### config.mk
export PLATFORM = sky130hd
export DESIGN_NAME = bitr_timer
export DESIGN_NICKNAME = d
export VERILOG_FILES = /design/src/bitr_pkg.sv /design/src/bitr_tick_if.sv /design/src/bitr_timer.sv /design/src/bitr_prescaler.sv
export SDC_FILE = /design/constraint.sdc
export NUM_CORES = 1
export LEC_CHECK = 0
export BUFFER_PORTS_ARGS = -buffer_cell sky130_fd_sc_hd__buf_2
export CAP_MARGIN = 30
export CORE_AREA = 2 2 82 84
export DETAILED_ROUTE_END_ITERATION = 8
export DIE_AREA = 0 0 84 86
export PLACE_DENSITY_LB_ADDON = 0.05
export SLEW_MARGIN = 20
export SYNTH_ARGS = -nofsm -noshare
export SYNTH_HDL_FRONTEND = slang
export SYNTH_SLANG_ARGS = --single-unit
export TNS_END_PERCENT = 20
### constraint.sdc
create_clock -name core_clk -period 3.9 [get_ports core_clk]
set_input_delay 0.78 -clock core_clk [delete_from_list [all_inputs] [get_ports core_clk]]
set_output_delay 0.78 -clock core_clk [all_outputs]
set_load 0.01 [all_outputs]
### src/bitr_pkg.sv
// Shared constants and types of the basic interval timer
package bitr_pkg;

   // Register byte addresses on the register port
   localparam logic [7:0] MODE_ADDR   = 8'hd8;
   localparam logic [7:0] COUNT_ADDR  = 8'hd9;
   localparam logic [7:0] STATUS_ADDR = 8'hda;
   localparam logic [7:0] MASK_ADDR   = 8'hdb;
   localparam logic [7:0] SYSCTL_ADDR = 8'hdc;

   // Field positions in the mode register
   localparam int RUN_BIT = 7;
   localparam int PSC_HI  = 6;
   localparam int PSC_LO  = 4;
   localparam int RTC_BIT = 0;

   // Field positions in status, mask and system control
   localparam int OVF_BIT   = 0;
   localparam int SYSTEM_CLOCK_MODE_BIT = 0;
   localparam int OPT_BIT   = 1;

   // Reset values and counter limits
   localparam logic [7:0] MODE_RESET  = 8'h00;
   localparam logic [7:0] COUNT_RESET = 8'h00;
   localparam logic [7:0] CNT_MAX     = 8'hff;
   localparam logic [7:0] CNT_ONE     = 8'h01;
   localparam logic [7:0] VECTOR_ADDR = 8'h08;

   // Prescaler layout
   localparam int         DIV_WIDTH = 7;
   localparam logic [6:0] DIV_MAX   = 7'h7f;
   localparam logic [6:0] RTC_MASK  = 7'h3f;

   // Clock source of the counter
   typedef enum logic [2:0] {
      SRC_HOSC = 3'b001,
      SRC_LOSC = 3'b010,
      SRC_RTC  = 3'b100
   } bitr_src_type;

endpackage

### src/bitr_tick_if.sv
// Control and tick signals between timer core and prescaler
`timescale 1ns/1ps
`default_nettype none
interface bitr_tick_if;
   logic                  run;
   logic [2:0]            psc_sel;
   bitr_pkg::bitr_src_type src;
   logic                  tick;

   modport ctl (output run, output psc_sel, output src, input tick);
   modport psc (input run, input psc_sel, input src, output tick);
endinterface
`default_nettype wire

### src/bitr_timer.sv
// Basic 8-bit interval timer with crystal interval mode and green wake
//
// Our own choice: the plain strobed port.
`timescale 1ns/1ps
`default_nettype none

// Functional notes
// 8-bit up counter, one step per tick
// Counter holds while run enable is 0
// Wrap FF to 00 sets sticky overflow flag
// No reload; counting continues from zero
// Enabled overflow raises interrupt, vector 8
// Service routine clears the overflow flag
// Counts in every mode; green overflow wakes
// Select codes 000..111 divide 128..1
// Clock mode picks high or low oscillator
// Mode bit 0 selects external 32 kHz crystal
// Crystal mode: 32768/64 clock, 0.5 s
// Crystal mode only with crystal option strap
// Prescale select ignored in crystal mode
// Software leaves count alone in crystal mode
// Software configures before setting run enable
// Mode: run bit7, select 6:4, crystal bit0
// Software loads and reloads the start count
// Count write beats increment in same cycle
module bitr_timer (
   // Clock and reset
   input  wire logic        core_clk,
   input  wire logic        nrst,
   // Register port
   input  wire logic [7:0]  reg_addr,
   input  wire logic [7:0]  reg_wdata,
   input  wire logic        reg_wr,
   input  wire logic        reg_rd,
   output logic      [7:0]  reg_rdata,
   // Oscillator and crystal inputs
   input  wire logic        hosc_in,
   input  wire logic        losc_in,
   input  wire logic        xtal_in,
   // System state and option
   input  wire logic        option_strap,
   input  wire logic        green_mode,
   // Interrupt and wake
   output logic             irq,
   output logic      [7:0]  irq_vector,
   output logic             wake_req
);

   bitr_tick_if tif ();

   logic        run_enable;
   logic [2:0]  prescale_select;
   logic        rtc_source_select;
   logic [7:0]  count;
   logic        overflow_flag;
   logic        overflow_irq_enable;
   logic        system_clock_mode;
   logic        crystal_option;
   logic        option_taken;
   logic        rtc_active;
   logic        overflow;
   logic        wr_mode;
   logic        wr_count;
   logic        wr_status;
   logic        wr_mask;
   logic        wr_sysctl;
   logic        flag_clear;
   logic        next_flag;
   logic [7:0]  next_rdata;

   // Prescaler with oscillator synchronisers
   bitr_prescaler u_psc (
      .core_clk (core_clk),
      .nrst     (nrst),
      .hosc_in  (hosc_in),
      .losc_in  (losc_in),
      .xtal_in  (xtal_in),
      .tif      (tif)
   );

   // Register write decode
   assign wr_mode   = reg_wr && (reg_addr == bitr_pkg::MODE_ADDR);
   assign wr_count  = reg_wr && (reg_addr == bitr_pkg::COUNT_ADDR);
   assign wr_status = reg_wr && (reg_addr == bitr_pkg::STATUS_ADDR);
   assign wr_mask   = reg_wr && (reg_addr == bitr_pkg::MASK_ADDR);
   assign wr_sysctl = reg_wr && (reg_addr == bitr_pkg::SYSCTL_ADDR);

   // Crystal option strap caught once after reset release
   always_ff @(posedge core_clk or negedge nrst) begin
      if (!nrst) begin
         crystal_option <= 1'b0;
         option_taken   <= 1'b0;
      end else if (!option_taken) begin
         crystal_option <= option_strap;
         option_taken   <= 1'b1;
      end
   end

   // Mode register fields
   always_ff @(posedge core_clk or negedge nrst) begin
      if (!nrst) begin
         run_enable        <= bitr_pkg::MODE_RESET[bitr_pkg::RUN_BIT];
         prescale_select   <= bitr_pkg::MODE_RESET[bitr_pkg::PSC_HI:bitr_pkg::PSC_LO];
         rtc_source_select <= bitr_pkg::MODE_RESET[bitr_pkg::RTC_BIT];
      end else if (wr_mode) begin
         run_enable        <= reg_wdata[bitr_pkg::RUN_BIT];
         prescale_select   <= reg_wdata[bitr_pkg::PSC_HI:bitr_pkg::PSC_LO];
         rtc_source_select <= reg_wdata[bitr_pkg::RTC_BIT];
      end
   end

   // Interrupt mask and system clock mode
   always_ff @(posedge core_clk or negedge nrst) begin
      if (!nrst) begin
         overflow_irq_enable <= 1'b0;
         system_clock_mode   <= 1'b0;
      end else begin
         if (wr_mask) begin
            overflow_irq_enable <= reg_wdata[bitr_pkg::OVF_BIT];
         end
         if (wr_sysctl) begin
            system_clock_mode <= reg_wdata[bitr_pkg::SYSTEM_CLOCK_MODE_BIT];
         end
      end
   end

   // Crystal path only exists with the matching option
   assign rtc_active = rtc_source_select & crystal_option;

   // Prescaler control
   assign tif.run     = run_enable;
   assign tif.psc_sel = prescale_select;

   // Source choice: crystal, else oscillator by clock mode
   always_comb begin
      if (rtc_active) begin
         tif.src = bitr_pkg::SRC_RTC;
      end else if (system_clock_mode) begin
         tif.src = bitr_pkg::SRC_LOSC;
      end else begin
         tif.src = bitr_pkg::SRC_HOSC;
      end
   end

   // Wrap from full scale
   assign overflow = tif.tick && (count == bitr_pkg::CNT_MAX) && !wr_count;

   // Counter; a software write wins over a tick
   always_ff @(posedge core_clk or negedge nrst) begin
      if (!nrst) begin
         count <= bitr_pkg::COUNT_RESET;
      end else if (wr_count) begin
         count <= reg_wdata;
      end else if (tif.tick) begin
         count <= count + bitr_pkg::CNT_ONE;
      end
   end

   // Sticky flag; a new overflow wins over a clear
   assign flag_clear = wr_status && reg_wdata[bitr_pkg::OVF_BIT];
   assign next_flag  = overflow | (overflow_flag & ~flag_clear);

   always_ff @(posedge core_clk or negedge nrst) begin
      if (!nrst) begin
         overflow_flag <= 1'b0;
      end else begin
         overflow_flag <= next_flag;
      end
   end

   // Level interrupt and fixed vector
   assign irq = overflow_flag & overflow_irq_enable;

   always_ff @(posedge core_clk or negedge nrst) begin
      if (!nrst) begin
         irq_vector <= bitr_pkg::VECTOR_ADDR;
      end else begin
         irq_vector <= bitr_pkg::VECTOR_ADDR;
      end
   end

   // Wake pulse on overflow during green mode
   always_ff @(posedge core_clk or negedge nrst) begin
      if (!nrst) begin
         wake_req <= 1'b0;
      end else begin
         wake_req <= overflow & green_mode;
      end
   end

   // Read multiplexer; unmapped addresses read zero
   always_comb begin
      next_rdata = 8'h00;
      case (reg_addr)
         bitr_pkg::MODE_ADDR: begin
            next_rdata[bitr_pkg::RUN_BIT]                  = run_enable;
            next_rdata[bitr_pkg::PSC_HI:bitr_pkg::PSC_LO]  = prescale_select;
            next_rdata[bitr_pkg::RTC_BIT]                  = rtc_source_select;
         end
         bitr_pkg::COUNT_ADDR: next_rdata = count;
         bitr_pkg::STATUS_ADDR: next_rdata[bitr_pkg::OVF_BIT] = overflow_flag;
         bitr_pkg::MASK_ADDR: next_rdata[bitr_pkg::OVF_BIT] = overflow_irq_enable;
         bitr_pkg::SYSCTL_ADDR: begin
            next_rdata[bitr_pkg::SYSTEM_CLOCK_MODE_BIT] = system_clock_mode;
            next_rdata[bitr_pkg::OPT_BIT]   = crystal_option;
         end
         default: next_rdata = 8'h00;
      endcase
   end

   // Read data stands only in the cycle after the strobe
   always_ff @(posedge core_clk or negedge nrst) begin
      if (!nrst) begin
         reg_rdata <= 8'h00;
      end else if (reg_rd) begin
         reg_rdata <= next_rdata;
      end else begin
         reg_rdata <= 8'h00;
      end
   end
endmodule
`default_nettype wire

### src/bitr_prescaler.sv
// Oscillator synchronisers and divide-by-2^n prescaler
`timescale 1ns/1ps
`default_nettype none
module bitr_prescaler (
   // Clock and reset
   input  wire logic  core_clk,
   input  wire logic  nrst,
   // Raw oscillator inputs
   input  wire logic  hosc_in,
   input  wire logic  losc_in,
   input  wire logic  xtal_in,
   // Link to timer core
   bitr_tick_if.psc   tif
);

   logic [2:0]                      raw;
   logic [2:0]                      sync1;
   logic [2:0]                      sync2;
   logic [2:0]                      sync3;
   logic [2:0]                      level;
   logic [2:0]                      rise;
   logic                            src_tick;
   logic [bitr_pkg::DIV_WIDTH-1:0]  div;
   logic [bitr_pkg::DIV_WIDTH-1:0]  mask;

   assign raw = {xtal_in, losc_in, hosc_in};

   // Three-stage synchroniser; level moves only when stages 2 and 3 agree
   always_ff @(posedge core_clk or negedge nrst) begin
      if (!nrst) begin
         sync1 <= 3'h0;
         sync2 <= 3'h0;
         sync3 <= 3'h0;
         level <= 3'h0;
      end else begin
         sync1 <= raw;
         sync2 <= sync1;
         sync3 <= sync2;
         level <= ((sync2 ~^ sync3) & sync3) | ((sync2 ^ sync3) & level);
      end
   end

   assign rise = (sync2 ~^ sync3) & sync3 & ~level;

   // Source pick and division mask; select field ignored in crystal mode
   always_comb begin
      src_tick = 1'b0;
      mask     = bitr_pkg::DIV_MAX >> tif.psc_sel;
      case (tif.src)
         bitr_pkg::SRC_HOSC: src_tick = rise[0];
         bitr_pkg::SRC_LOSC: src_tick = rise[1];
         bitr_pkg::SRC_RTC: begin
            src_tick = rise[2];
            mask     = bitr_pkg::RTC_MASK;
         end
         default: src_tick = 1'b0;
      endcase
   end

   // Divider restarts while the timer is stopped
   always_ff @(posedge core_clk or negedge nrst) begin
      if (!nrst) begin
         div <= '0;
      end else if (!tif.run) begin
         div <= '0;
      end else if (src_tick) begin
         div <= div + 7'h01;
      end
   end

   assign tif.tick = tif.run & src_tick & ((div & mask) == mask);
endmodule
`default_nettype wire

==> flow_metrics.py <==
metrics = {
    "status": {
        "status": "finished clean",
    },
    "synth": {
        "ys.flop_type": "dfrtp_1",
        "syn_inst": 195,
        "yosysSeqAreaShare": 0.5275,
        "yosys_warnings": 0,
        "yosysMostFrequentCell": "dfrtp_1",
        "synth.area.top_cells": "dfrtp_1 53%, mux2_2 4.1%, mux2i_1 3.2%, nand3_1 3.2%, nand2_1 3.1%",
        "synth_area_mm2": 0.002182,
        "yosys.cell_types.count": 43,
        "ys_async_sr_fraction": 1.000,
        "synthDominantCellAreaShare": 0.5275,
        "yosysTopAreaCell": "dfrtp_1",
        "avgSynthCellArea_um2": 11.19,
        "synth_edf_count": 0,
        "synthTopCellsByCount": "46 x dfrtp_1, 18 x nand2_1, 14 x nand3_1",
        "ys_ff_latch": 46,
    },
    "clock_network": {
        "numCtsBuffers": 5,
        "h-tree-depth": 2,
        "postCtsSetupBuffers": 0,
        "cts.repair.resized": 0,
        "clk_pin_slew_ns": 0.09,
        "insertion_delay_ns": 0.30,
        "root_buffer": "clkbuf_8",
        "cts.path.max_buffers": 2,
        "postCtsHoldBufs": 0,
        "cts_tree": "yes",
        "numClockSinks": 46,
    },
    "worst_setup_path": {
        "crit_fanout": 9,
        "end_kind": "register",
        "cp.required_ns": 4.09,
        "r2r-start": "rtc_source_select",
        "cp-startpoint": "reg_addr[6]",
        "reg2reg_slack_ns": 1.84,
        "arrival_ns": 2.44,
        "cp-start-kind": "primary input",
        "path_class": "in -> reg",
    },
    "routing": {
        "num_vias": 1574,
        "drc": 0,
        "first_pass_iters": 4,
        "wl_per_cell_um": 14.62,
        "wl_mm": 4.547,
        "antenna_left": 0,
        "viasPerCell": 5.061,
        "drtIter0Drc": 73,
    },
    "floorplan": {
        "fp.dieW_um": 84,
        "rows": 29,
        "core_area_mm2": 0.006277,
        "die_h_um": 86,
        "die_area_mm2": 0.007224,
        "initial_utilization": 0.3476,
        "io_pins": 43,
    },
    "hold_path": {
        "holdCritPathClass": "reg -> reg",
        "worstHoldStart": "u_psc.sync1[0]",
    },
    "power": {
        "vdd_drop_max_uv": 132.5,
        "p_leak_nw": 1.235,
        "p_per_area_mw_per_mm2": 358.9,
    },
    "global_route": {
        "grt_use_total": 0.1381,
        "grt_pass1_wl_mm": 7.866,
        "antenna_found_initial": 0,
        "gr-total-overflow": 0,
        "grt_max_degree": 26,
        "grt_pass1_vias": 1621,
    },
    "finish": {
        "final_nets": 263,
        "fillCellCount": 606,
        "syn_to_final_growth_pct": 15.54,
        "fin_util": 0.4016,
        "diodes": 0,
        "multiInputGateArea_um2": 970.9,
        "drive_gt1_frac": 0.2521,
        "register_area_mm2": 0.001151,
    },
    "placed_design": {
        "port_buffers": 34,
        "hpwl_mm": 3.510,
        "place_congestion": 0.8709,
        "dpl_worst_slack_ns": 1.333,
    },
    "sta": {
        "setup_violations": 0,
        "fin_skew_ns": 0.004782,
        "rsz0062_at_grt": "no",
        "hold_viol_final": 0,
        "worst_slew_pin_slew_ns": 0.6347,
        "period_share": 0.5770,
        "relSlewSlack": 0.5734,
        "fmax_mhz": 444.4,
        "fin_ws_ns": 1.650,
        "tns_ns": 0,
        "post-route-min-period_ns": 2.250,
        "drv_slew": 0,
    },
    "flow_run": {
        "drv_cap": 0,
    },
}
==> power breakdown <==
group	switching, mW	internal [mW]
clock network	0.171	0.129
logic	0.0502	0.0408
registers	0.0190	0.495
total	0.240	0.665
==> layout by cell type (no fill, tap or decap), types with 2 or more instances in the layout <==
master,n
dfrtp_1,46
buf_2,34
nand2_1,18
nand3_1,14
conb_1,9
nor2_1,8
nand4_1,8
and2_1,8
mux2_2,8
mux2i_1,7
and3_1,6
xor2_1,6
a21oi_1,5
ha_1,5
clkbuf_8,5
nor2b_1,4
o21ai_0,4
xnor2_1,4
a21o_1,3
inv_1,3
nor4_1,2
or4_1,2
==> final cells by class <==
cell class              count  area share
inverters                   3    0.004466
clock inverters             3    0.009926
repair buffers             36     0.07841
multi-input cells         141      0.3851
well taps                  77     0.03821
flip-flops and latches     46      0.4566
clock buffers               5     0.02730
==> stage by stage <==
step | hold slack (ns) | std cells | instance area [um2] | power, mW
2_1_floorplan | 0.3312 | 202 | 2208 | 0.5764
3_3_place_gp | 0.3333 | 302 | 2407 | 0.6113
3_5_place_dp | 0.3403 | 303 | 2427 | 0.6158
5_1_grt | 0.3666 | 311 | 2521 | 0.9581
4_1_cts | 0.3619 | 311 | 2521 | 0.9184
6_report | 0.3571 | 311 | 2521 | 0.9049
==> registers in the layout, indices dropped and copies added, names as in the netlist <==
| signal | count |
|---|---|
| wake_req | 1 |
| u_psc.sync3 | 3 |
| overflow_flag | 1 |
| u_psc.level | 3 |
| u_psc.div | 7 |
| prescale_select | 3 |
| option_taken | 1 |
| overflow_irq_enable | 1 |
| count | 8 |
| rtc_source_select | 1 |
| u_psc.sync2 | 3 |
| system_clock_mode | 1 |
| u_psc.sync1 | 3 |
| run_enable | 1 |
| crystal_option | 1 |
| reg_rdata | 8 |
==> worst max-delay path: stages <==
cell and delay (ns):
buf_2 0.07, nand2_1 0.08, nor4_2 0.56, nand4b_1 0.42
and2_1 0.30, mux2i_1 0.14, nand3_1 0.09
==> cell families after synthesis <==
kind of cell | share of synthesized area
simple gates | 0.2064
flops | 0.5275
compound gates | 0.07053
mux | 0.08372
buf+inv | 0.03956
xor+xnor | 0.04014
fa+ha+maj | 0.02867
other cells | 0.003442
==> routing by layer <==
layer | part of all wire | GRT usage | routed length [um]
met5 | 0 | 0 | 0
met3 | 0.058 | 0.04235 | 262
met2 | 0.44 | 0.2065 | 2006
met1 | 0.49 | 0.1920 | 2230
met4 | 0.010 | 0.04545 | 47
==> final timing paths <==
check	endpoint	cells after the start
max reg2reg	count[5]	6
min in group asynchronous	u_psc.sync3[0]	1
max in group asynchronous	count[4]	2
min reg2reg	u_psc.sync2[0]	0
max	count[6]	7
min	u_psc.sync2[0]	0
Power figures use the tool's default switching activity.
